[src/cpl_cfg.svh]
// constants for the memory-side coupler: bit positions, codes, sizes
`ifndef CPL_CFG_SVH
`define CPL_CFG_SVH

// first output channel: connect code field and coupler select
`define CPL_CONN_LSB      13
`define CPL_CONN_MSB      15
`define CPL_CONN_CODE     3'h3
`define CPL_SEL_BIT       8

// second output channel: set/clear control bits
`define CPL_ICLR_BIT      11
`define CPL_PCLR_BIT      12

// fifth input channel layout
`define CPL_ST_ERR_BIT    0
`define CPL_ST_BANK_LSB   1
`define CPL_ST_BANK_MSB   3

// buffer memory geometry
`define CPL_WORD_W        16
`define CPL_ADDR_W        16
`define CPL_BANK_LSB      13
`define CPL_BANK_MSB      15
`define CPL_BANK_BACK     3'h4

// operation function codes from the far end
`define CPL_FC_END        2'h0
`define CPL_FC_READ       2'h1
`define CPL_FC_WRITE      2'h2

// read-data buffer
`define CPL_FIFO_DEPTH    32
`define CPL_FIFO_AW       5

`endif

[src/cpl_pkg.sv]
// types shared by the memory-side coupler files
`include "cpl_cfg.svh"

package cpl_pkg;

  // one word fetched from buffer memory with its two odd-parity bits
  typedef struct packed {
    logic [`CPL_WORD_W-1:0] data;
    logic [1:0]             par;
  } cpl_mem_word_t;

  // operation request from the far end
  typedef struct packed {
    logic [1:0]             code;
    logic [`CPL_ADDR_W-1:0] addr;
  } cpl_func_t;

  // gray codes along idle -> read -> wait -> read
  typedef enum logic [1:0] {
    CPL_ST_IDLE  = 2'b00,
    CPL_ST_READ  = 2'b01,
    CPL_ST_WAIT  = 2'b11,
    CPL_ST_WRITE = 2'b10
  } cpl_state_t;

endpackage

[src/cpl_fifo.sv]
// read-data buffer with registered head word, valid/ready on both sides
module cpl_fifo #(
  parameter int WIDTH = 16,
  parameter int DEPTH = 32,
  parameter int AW    = 5
) (
  // clock and reset
  input  wire logic             i_clk,
  input  wire logic             i_rst_b,
  input  wire logic             i_clr,
  // fill side
  input  wire logic             i_wr_valid,
  input  wire logic [WIDTH-1:0] i_wr_data,
  output logic                  o_wr_ready,
  // drain side
  output logic                  o_rd_valid,
  output logic      [WIDTH-1:0] o_rd_data,
  input  wire logic             i_rd_ready
);

  logic [WIDTH-1:0] mem [DEPTH];
  logic [AW-1:0]    wr_ptr;
  logic [AW-1:0]    rd_ptr;
  logic [AW:0]      count;
  logic             wr_fire;
  logic             load;

  assign o_wr_ready = (count != AW'(0) + (AW+1)'(DEPTH));
  assign wr_fire    = i_wr_valid && o_wr_ready;
  // head register refills whenever it is empty or being taken
  assign load       = (count != '0) && (!o_rd_valid || i_rd_ready);

  always_ff @(posedge i_clk) begin
    if (wr_fire) begin
      mem[wr_ptr] <= i_wr_data;
    end
  end

  always_ff @(posedge i_clk or negedge i_rst_b) begin
    if (!i_rst_b) begin
      wr_ptr <= '0;
      rd_ptr <= '0;
      count  <= '0;
    end else if (i_clr) begin
      wr_ptr <= '0;
      rd_ptr <= '0;
      count  <= '0;
    end else begin
      if (wr_fire) begin
        wr_ptr <= AW'(wr_ptr + 1'b1);
      end
      if (load) begin
        rd_ptr <= AW'(rd_ptr + 1'b1);
      end
      count <= (AW+1)'(count + {AW'(0), wr_fire} - {AW'(0), load});
    end
  end

  always_ff @(posedge i_clk or negedge i_rst_b) begin
    if (!i_rst_b) begin
      o_rd_valid <= 1'b0;
      o_rd_data  <= '0;
    end else if (i_clr) begin
      o_rd_valid <= 1'b0;
    end else if (load) begin
      o_rd_valid <= 1'b1;
      o_rd_data  <= mem[rd_ptr];
    end else if (i_rd_ready) begin
      o_rd_valid <= 1'b0;
    end
  end

endmodule

[src/cpl_coupler.sv]
// memory-side coupler: block read with parity check, channel control bits
//
// Summary of operation
// - check parity of every fetched 16-bit word
// - report memory parity error to far end
// - present three-bit bank count to processor
// - parity error does not stop block read
// - after a parity error, refuse new operations until end or clear
// - hold bank bits until end of operation
// - connect code bits attach the group
// - select bit needs valid connect code too
// - program clear resets operation, error, bank
// - status bit zero shows coupler parity error
// - status bits one-three show selected bank counter
// - connected exactly while connect code held
// - interrupt clear pulse resets interrupt-from-far-end bit
`include "cpl_cfg.svh"

module cpl_coupler
  import cpl_pkg::*;
(
  // clock and reset
  input  wire logic                   i_clk_sys,
  input  wire logic                   i_rst_b,
  // processor normal channels (pins)
  input  wire logic [15:0]            i_first_output_channel,
  input  wire logic [15:0]            i_second_output_channel,
  output logic      [15:0]            o_fifth_input_channel,
  // bank counter of the selected peripheral interface
  input  wire logic [2:0]             i_periph_bank_cnt,
  // buffer memory port
  output logic                        o_mem_rd_req,
  output logic                        o_mem_wr_en,
  output logic      [`CPL_ADDR_W-1:0] o_mem_addr,
  output logic      [`CPL_WORD_W-1:0] o_mem_wr_data,
  input  wire logic                   i_mem_rd_valid,
  input  wire cpl_mem_word_t          i_mem_rd,
  // far end: operation requests
  input  wire logic                   i_b_func_stb,
  input  wire cpl_func_t              i_b_func,
  output logic                        o_b_func_refused,
  // far end: write data
  input  wire logic                   i_b_wr_valid,
  input  wire logic [`CPL_WORD_W-1:0] i_b_wr_data,
  // far end: read data and error
  output logic                        o_b_rd_valid,
  output logic      [`CPL_WORD_W-1:0] o_b_rd_data,
  input  wire logic                   i_b_rd_ready,
  output logic                        o_b_par_err,
  // far end interrupt
  input  wire logic                   i_b_int_stb,
  output logic                        o_int_from_b
);

  ////////////////////////////////////////////////////////////////////////
  // helpers

  // odd parity per byte: each byte plus its bit has an odd count of ones
  function automatic logic word_ok(input cpl_mem_word_t w);
    word_ok = (^{w.data[7:0], w.par[0]}) && (^{w.data[15:8], w.par[1]});
  endfunction

  // counter reads back as bank once complemented and stepped back four
  function automatic logic [2:0] bank_cnt(input logic [2:0] bank);
    bank_cnt = ~(3'(bank + `CPL_BANK_BACK));
  endfunction

  // status field carries the weight-4 bit lowest
  function automatic logic [2:0] rev3(input logic [2:0] v);
    rev3 = {v[0], v[1], v[2]};
  endfunction

  ////////////////////////////////////////////////////////////////////////
  // reset release and pin synchronisers

  logic        rst_meta_b;
  logic        rst_b;
  logic [15:0] oc1_meta;
  logic [15:0] oc1;
  logic [15:0] oc2_meta;
  logic [15:0] oc2;

  always_ff @(posedge i_clk_sys or negedge i_rst_b) begin
    if (!i_rst_b) begin
      rst_meta_b <= 1'b0;
      rst_b      <= 1'b0;
    end else begin
      rst_meta_b <= 1'b1;
      rst_b      <= rst_meta_b;
    end
  end

  always_ff @(posedge i_clk_sys or negedge rst_b) begin
    if (!rst_b) begin
      oc1_meta <= 16'h0000;
      oc1      <= 16'h0000;
      oc2_meta <= 16'h0000;
      oc2      <= 16'h0000;
    end else begin
      oc1_meta <= i_first_output_channel;
      oc1      <= oc1_meta;
      oc2_meta <= i_second_output_channel;
      oc2      <= oc2_meta;
    end
  end

  ////////////////////////////////////////////////////////////////////////
  // connect, select and set/clear pulse detection

  logic connected;
  logic selected;
  logic iclr_armed;
  logic pclr_armed;
  logic iclr_do;
  logic pclr_do;

  // connected only while the code is held, no latching
  assign connected = (oc1[`CPL_CONN_MSB:`CPL_CONN_LSB]
                      == `CPL_CONN_CODE);
  assign selected  = connected && oc1[`CPL_SEL_BIT];

  // arm on the set level, act on the following clear; a held bit
  // therefore fires once, never every cycle
  assign iclr_do = iclr_armed && !oc2[`CPL_ICLR_BIT];
  assign pclr_do = pclr_armed && !oc2[`CPL_PCLR_BIT];

  // the set is taken only while selected; a later deselect keeps it
  always_ff @(posedge i_clk_sys or negedge rst_b) begin
    if (!rst_b) begin
      iclr_armed <= 1'b0;
      pclr_armed <= 1'b0;
    end else begin
      if (!oc2[`CPL_ICLR_BIT]) begin
        iclr_armed <= 1'b0;
      end else if (selected) begin
        iclr_armed <= 1'b1;
      end
      if (!oc2[`CPL_PCLR_BIT]) begin
        pclr_armed <= 1'b0;
      end else if (selected) begin
        pclr_armed <= 1'b1;
      end
    end
  end

  ////////////////////////////////////////////////////////////////////////
  // operation state machine

  cpl_state_t state;
  cpl_state_t next_state;
  logic       err;
  logic [2:0] err_cnt;
  logic       func_take;
  logic       func_end;
  logic       fifo_wr_ready;
  logic       fifo_clr;
  logic       rd_ok;
  logic       push;
  logic       fetch_go;
  logic       fetch_open;

  // an error locks out new work; only the end code gets through
  assign func_end  = i_b_func_stb && (i_b_func.code == `CPL_FC_END);
  assign func_take = i_b_func_stb && !err && !func_end;
  assign fifo_clr  = pclr_do || func_end;
  assign push      = (state == CPL_ST_WAIT) && i_mem_rd_valid;
  assign rd_ok     = word_ok(i_mem_rd);
  assign fetch_go  = (state == CPL_ST_READ) && (next_state == CPL_ST_WAIT);

  always_comb begin
    next_state = state;
    case (state)
      CPL_ST_IDLE: begin
        if (func_take && i_b_func.code == `CPL_FC_READ) begin
          next_state = CPL_ST_READ;
        end else if (func_take && i_b_func.code == `CPL_FC_WRITE) begin
          next_state = CPL_ST_WRITE;
        end
      end
      CPL_ST_READ: begin
        // one fetch in flight, only with room for its word and once
        // any fetch cut off earlier has answered
        if (fifo_wr_ready && !fetch_open) begin
          next_state = CPL_ST_WAIT;
        end
      end
      CPL_ST_WAIT: begin
        // a bad word does not end the read
        if (i_mem_rd_valid) begin
          next_state = CPL_ST_READ;
        end
      end
      CPL_ST_WRITE: begin
        next_state = CPL_ST_WRITE;
      end
      default: begin
        next_state = CPL_ST_IDLE;
      end
    endcase
    // only the far end's end code or a program clear stops an operation
    if (func_end || pclr_do) begin
      next_state = CPL_ST_IDLE;
    end
  end

  always_ff @(posedge i_clk_sys or negedge rst_b) begin
    if (!rst_b) begin
      state <= CPL_ST_IDLE;
    end else begin
      state <= next_state;
    end
  end

  // an end or clear does not recall a fetch already sent; its stale
  // answer is dropped outside the wait state and must come back first
  always_ff @(posedge i_clk_sys or negedge rst_b) begin
    if (!rst_b) begin
      fetch_open <= 1'b0;
    end else if (fetch_go) begin
      fetch_open <= 1'b1;
    end else if (i_mem_rd_valid) begin
      fetch_open <= 1'b0;
    end
  end

  ////////////////////////////////////////////////////////////////////////
  // memory port

  always_ff @(posedge i_clk_sys or negedge rst_b) begin
    if (!rst_b) begin
      o_mem_rd_req  <= 1'b0;
      o_mem_wr_en   <= 1'b0;
      o_mem_addr    <= 16'h0000;
      o_mem_wr_data <= 16'h0000;
    end else begin
      o_mem_rd_req <= fetch_go;
      // a write word that meets an end or clear is dropped
      o_mem_wr_en  <= (state == CPL_ST_WRITE) && i_b_wr_valid
                      && !func_end && !pclr_do;
      if (func_take) begin
        o_mem_addr <= i_b_func.addr;
      end else if (push || o_mem_wr_en) begin
        // address advances once the word at it is done
        o_mem_addr <= `CPL_ADDR_W'(o_mem_addr + 1'b1);
      end
      if (i_b_wr_valid) begin
        o_mem_wr_data <= i_b_wr_data;
      end
    end
  end

  ////////////////////////////////////////////////////////////////////////
  // parity error status and bank count

  always_ff @(posedge i_clk_sys or negedge rst_b) begin
    if (!rst_b) begin
      err         <= 1'b0;
      err_cnt     <= 3'h0;
      o_b_par_err <= 1'b0;
    end else begin
      o_b_par_err <= push && !rd_ok;
      if (push && !rd_ok && (!err || pclr_do || func_end)) begin
        // first failing word wins; later ones keep the first bank, but
        // a new error beats a clear in the same cycle
        err     <= 1'b1;
        err_cnt <= bank_cnt(o_mem_addr[`CPL_BANK_MSB:`CPL_BANK_LSB]);
      end else if (pclr_do || func_end) begin
        err     <= 1'b0;
        err_cnt <= 3'h0;
      end
    end
  end

  ////////////////////////////////////////////////////////////////////////
  // far end replies and interrupt flag

  always_ff @(posedge i_clk_sys or negedge rst_b) begin
    if (!rst_b) begin
      o_b_func_refused <= 1'b0;
    end else begin
      o_b_func_refused <= i_b_func_stb && err && !func_end;
    end
  end

  always_ff @(posedge i_clk_sys or negedge rst_b) begin
    if (!rst_b) begin
      o_int_from_b <= 1'b0;
    end else if (i_b_int_stb) begin
      // a new interrupt beats a clear in the same cycle
      o_int_from_b <= 1'b1;
    end else if (iclr_do) begin
      o_int_from_b <= 1'b0;
    end
  end

  ////////////////////////////////////////////////////////////////////////
  // fifth input channel

  logic [2:0] shown_cnt;

  // counter bits are shared: show whichever interface is selected
  assign shown_cnt = selected ? err_cnt : i_periph_bank_cnt;

  always_ff @(posedge i_clk_sys or negedge rst_b) begin
    if (!rst_b) begin
      o_fifth_input_channel <= 16'h0000;
    end else begin
      // bits of the other interfaces read as zero here
      o_fifth_input_channel <= 16'h0000;
      o_fifth_input_channel[`CPL_ST_ERR_BIT] <= err;
      o_fifth_input_channel[`CPL_ST_BANK_MSB:`CPL_ST_BANK_LSB]
        <= rev3(shown_cnt);
    end
  end

  ////////////////////////////////////////////////////////////////////////
  // read-data buffer toward the far end

  // head register holds one word beyond the array depth
  cpl_fifo #(
    .WIDTH (`CPL_WORD_W),
    .DEPTH (`CPL_FIFO_DEPTH),
    .AW    (`CPL_FIFO_AW)
  ) u_fifo (
    .i_clk      (i_clk_sys),
    .i_rst_b    (rst_b),
    .i_clr      (fifo_clr),
    .i_wr_valid (push),
    .i_wr_data  (i_mem_rd.data),
    .o_wr_ready (fifo_wr_ready),
    .o_rd_valid (o_b_rd_valid),
    .o_rd_data  (o_b_rd_data),
    .i_rd_ready (i_b_rd_ready)
  );

endmodule

[config.mk]
export PLATFORM = sky130hd
export DESIGN_NAME = cpl_coupler
export DESIGN_NICKNAME = d
export VERILOG_FILES = /design/src/cpl_pkg.sv /design/src/cpl_fifo.sv /design/src/cpl_coupler.sv
export VERILOG_INCLUDE_DIRS = /design/src
export SDC_FILE = /design/constraint.sdc
export NUM_CORES = 1
export LEC_CHECK = 0
export BUFFER_PORTS_ARGS = -buffer_cell sky130_fd_sc_hd__buf_2
export CORE_MARGIN = 4
export CORE_UTILIZATION = 45
export CTS_CLUSTER_DIAMETER = 80
export DETAILED_ROUTE_END_ITERATION = 10
export GPL_ROUTABILITY_DRIVEN = 0
export HOLD_SLACK_MARGIN = 0.12
export PLACE_DENSITY = 0.68
export SLEW_MARGIN = 10
export SYNTH_ARGS = -nofsm -noshare
export SYNTH_HDL_FRONTEND = slang
export SYNTH_HIERARCHICAL = 1
export SYNTH_SLANG_ARGS = --single-unit
[constraint.sdc]
create_clock -name i_clk_sys -period 2.84 [get_ports i_clk_sys]
set_clock_uncertainty 0.2 [all_clocks]
set_input_delay 0.568 -clock i_clk_sys [delete_from_list [all_inputs] [get_ports i_clk_sys]]
set_output_delay 0.568 -clock i_clk_sys [all_outputs]
set_load 0.005 [all_outputs]
==> summary.log <==
INFO  logic_synthesis post_synth_inst_count=1319
INFO  logic_synthesis synthesis.area_per_instance=18.5squm
INFO  clock_network  ctsLongestPathBuffers=3
INFO  run            max-cap-violations=0
INFO  min_path       hold_class=flop to asynchronous set/reset pin
INFO  sta            timing.final.crit_period=2.69ns
INFO  cells_and_area final_nets=1719
INFO  global_route   gr-max-usage-layer=met2
INFO  logic_synthesis synth_cell_types=66
INFO  global_route   first_global_vias=13400
INFO  critical_path  startpoint_type=flop
INFO  sta            tightestPinTransition=0.575ns
INFO  critical_path  setup.worst_path.class=flop to flop
INFO  logic_synthesis synth-seq-area-share=72.9%
INFO  placement      placed_cells=2185
INFO  clock_network  inserted_clock_buffers=61
INFO  die            core.rowCount=85
INFO  die            chipHeight=241um
INFO  die            horiz_die_dim=241um
INFO  critical_path  worstPathMaxFanout=3
INFO  logic_synthesis synth_async_sr_flop_share=15.9%
INFO  route          detailedRoute.firstPassIterationCount=5
INFO  power_and_ir_drop pwr-share-seq=41.4%
INFO  clock_network  worst_skew_pair.late_latency=0.64ns
INFO  route          drt-vias-per-instance=5.52
INFO  sta            drv_slew=0
INFO  power_and_ir_drop net-switching-power=7.50mW
INFO  sta            max_slew_margin=61.7%
INFO  global_route   global_route.usage.met1=27.2%
INFO  logic_synthesis postSynthRegisterBits=609
INFO  cells_and_area signed_area_change_from_the_synthesized_netlist_to_the_final_layout=19.9%
INFO  power_and_ir_drop report.power.total=25.8mW
INFO  clock_network  clock_pin_slew_on_the_worst_setup_and_hold_paths=0.06ns
INFO  global_route   met3_routing_resource_usage_after_global_routing=4.30%
INFO  logic_synthesis synth.top_cells.by_area=sky130_fd_sc_hd__edfxtp_1 63%, sky130_fd_sc_hd__dfrtp_1 9.9%, sky130_fd_sc_hd__mux4_2 7.4%, sky130_fd_sc_hd__mux2i_1 4.1%, sky130_fd_sc_hd__mux2_2 2.2%
INFO  clock_network  cts_tree=done
INFO  die            core_region_area=0.0538sqmm
INFO  power_and_ir_drop p_comb_share=28.2%
INFO  die            die_area=0.0581sqmm
INFO  logic_synthesis synth.largest_area_cell=sky130_fd_sc_hd__edfxtp_1
INFO  die            initial_core_util=45.4%
INFO  global_route   grt_first_pass_wirelength=82.9mm
INFO  cells_and_area nFillCells=4166
INFO  sta            hold_violations=0
INFO  cells_and_area fraction_of_final_layout_cells_with_drive_strength_greater_than_1=31.0%
INFO  route          detail_route.wirelength=55.1mm
INFO  global_route   grt_antenna_before_repair=3
INFO  global_route   grt.overflow.total=0
INFO  cells_and_area mostFrequentLayoutCell=sky130_fd_sc_hd__edfxtp_1
INFO  critical_path  worstSetupEndpointType=flop
INFO  critical_path  required_time_of_the_critical_path=3.12ns
INFO  global_route   groute.layer.met2.usage=29.9%
INFO  clock_network  deepest_level_of_the_cts_h_tree=2
INFO  global_route   maximum_number_of_pins_on_one_net_before_global_route_repair=68
INFO  logic_synthesis post-synth-top-area-fraction=62.9%
INFO  cells_and_area layout_common_cells=512 x sky130_fd_sc_hd__edfxtp_1, 125 x sky130_fd_sc_hd__buf_2, 101 x sky130_fd_sc_hd__mux2i_1
INFO  outcome        outcome=finished, final reports clean
INFO  power_and_ir_drop clock_power_share=30.4%
INFO  sta            hold_slack=0.114ns
INFO  clock_network  cts.sink_count=609
INFO  sta            setup_viol=0
INFO  critical_path  worst_ep_arrival_time=2.97ns
INFO  route          ant_nets=0
INFO  sta            fmax=371MHz
INFO  power_and_ir_drop swShare=29.1%
INFO  route          num_vias=13000
INFO  power_and_ir_drop cellLeakagePower=10.4nW
INFO  placement      dpl.hpwl=33.6mm
INFO  clock_network  cts_root_buffer=sky130_fd_sc_hd__clkbuf_16
INFO  power_and_ir_drop peakVddDrop=0.575mV
INFO  power_and_ir_drop pwr_density_cell=880mW/mm^2
INFO  route          detail_route.wl_per_cell=23.3um
INFO  placement      io_buffer_count=125
INFO  power_and_ir_drop internal-power=18.3mW
INFO  logic_synthesis most_used_flip_flop_cell_after_synthesis=sky130_fd_sc_hd__edfxtp_1
INFO  route          drc_viols=0
INFO  global_route   gr-usage-all-layers=19.1%
INFO  logic_synthesis syn-cell-area=0.0244sqmm
INFO  logic_synthesis synth.yosys.warnings=6
INFO  cells_and_area layout_cells_excl_fill=2361
INFO  die            design.portCount=164
INFO  sta            period_share=94.9%
INFO  logic_synthesis synth-edff-count=512
INFO  route          dr.first_iter.drc_count=1092
-- per-stage QoR --
step	utilization, %	cell area (sq um)	setup TNS [ns]	setup WS (ns)
after global placement	49.6	26700	0	0.0760
after global routing	54.4	29300	-0.0181	-0.0165
after floorplan	-	24500	0	0.0394
final	54.4	29300	0	0.146
after CTS	54.3	29200	0	0.0300
after detailed placement	49.6	26700	-0.00173	-0.00173
-- registers in the layout (all words and copies together) (netlist names), 3 cells and up --
signal                 cells
err_cnt                    3
o_fifth_input_channel      4
o_mem_addr                16
o_mem_wr_data             16
oc1                        4
oc1_meta                   4
u_fifo/count               6
u_fifo/mem               512
u_fifo/o_rd_data          16
u_fifo/rd_ptr              5
u_fifo/wr_ptr              5
-- power by group through the flow --
stage	Combinational, mW	Sequential [mW]	Clock, mW
finish	7.28	10.7	7.82
global placement	7.05	10.8	0
floorplan	5.05	10.6	0
global route	7.84	10.7	8.37
CTS	7.26	10.7	8.01
detailed placement	7.15	10.8	0
-- what timing repair did --
action,4_1_cts,5_1_grt
hold buffers,54,0
buffers inserted,0,4
gates resized for setup,2,7
endpoints found under the hold margin,86,0
setup endpoints to repair,2,3
pin swaps,0,5
gates cloned,0,0
-- routing by layer --
layer / share of wire (%) / vias up
met3: 8.3 / 90
li1: - / 5774
met1: 42 / 6704
met5: 0.049 / -
met2: 46 / 470
met4: 3.1 / 4
-- logic make-up after synthesis --
group | count (synthesis) | share of synthesized area, %
buffers and inverters | 97 | 2.48
AND/OR/NAND/NOR | 175 | 3.51
multiplexers | 230 | 13.8
flip-flops | 609 | 72.9
AO/OA/AOI/OAI | 150 | 4.84
other | 2 | 0.0307
adder cells (fa/ha/maj) | 15 | 0.799
XOR/XNOR | 41 | 1.64
-- synthesized netlist by cell type, drive strengths merged (2+ instances only) --
cell and number:
nor2 72, nor4bb 2, nor2b 21, o211ai 2, ha 14, or3b 2
nand2b 10, and2 5, a221o 13, nand4 6, a22o 13, nand4b 2
xor2 22, o2bb2ai 3, nand2 31, mux2i 101, mux4 80, a21oi 36
xnor2 17, clkbuf 32, edfxtp 512, conb 2, nand3 8, o22ai 13
a21o 5, a21boi 2, nor3 2, xnor3 2, o21ai 15, nand3b 3
inv 15, o31ai 13, a2111oi 3, dfrtp 97, and3 6, a221oi 19
buf 50, a22oi 6, a31oi 2, mux2 49
-- worst max-delay path, stage by stage, from the launching register on --
cell and delay (ns):
sky130_fd_sc_hd__dfrtp_1 0.36, sky130_fd_sc_hd__inv_1 0.10, sky130_fd_sc_hd__ha_1 0.15, sky130_fd_sc_hd__nor4bb_4 0.31, sky130_fd_sc_hd__nor2b_2 0.09, sky130_fd_sc_hd__nand2b_1 0.17
sky130_fd_sc_hd__ha_1 0.27, sky130_fd_sc_hd__a21o_1 0.19, sky130_fd_sc_hd__a21oi_2 0.15, sky130_fd_sc_hd__o21bai_1 0.08, sky130_fd_sc_hd__a21oi_1 0.16, sky130_fd_sc_hd__mux2_2 0.34
-- worst paths after layout --
check,startpoint,endpoint,slack (ns),cells after the start
max in group asynchronous,rst_b,o_mem_wr_data[3],1.60,2
hold reg to reg,rst_b,pclr_armed,0.11,1
setup reg to reg,u_fifo/count[4],u_fifo/count[5],0.15,11
setup / recovery,u_fifo/count[4],u_fifo/count[5],0.15,11
min in group i_clk_sys,oc1_meta[13],oc1[13],0.15,0
hold / removal,rst_b,pclr_armed,0.11,1
-- layout make-up --
type	count	area [sq um]	area share, %
Multi-Input combinational cell	624	6110	20.9
Antenna cell	2	5.00	0.0171
Timing Repair Buffer	299	2450	8.37
Inverter	15	56.3	0.192
Sequential cell	609	17800	60.8
Tap cell	696	871	2.97
Clock inverter	38	349	1.19
Clock buffer	78	1630	5.56
No activity file was read; power rests on OpenSTA's default activity.
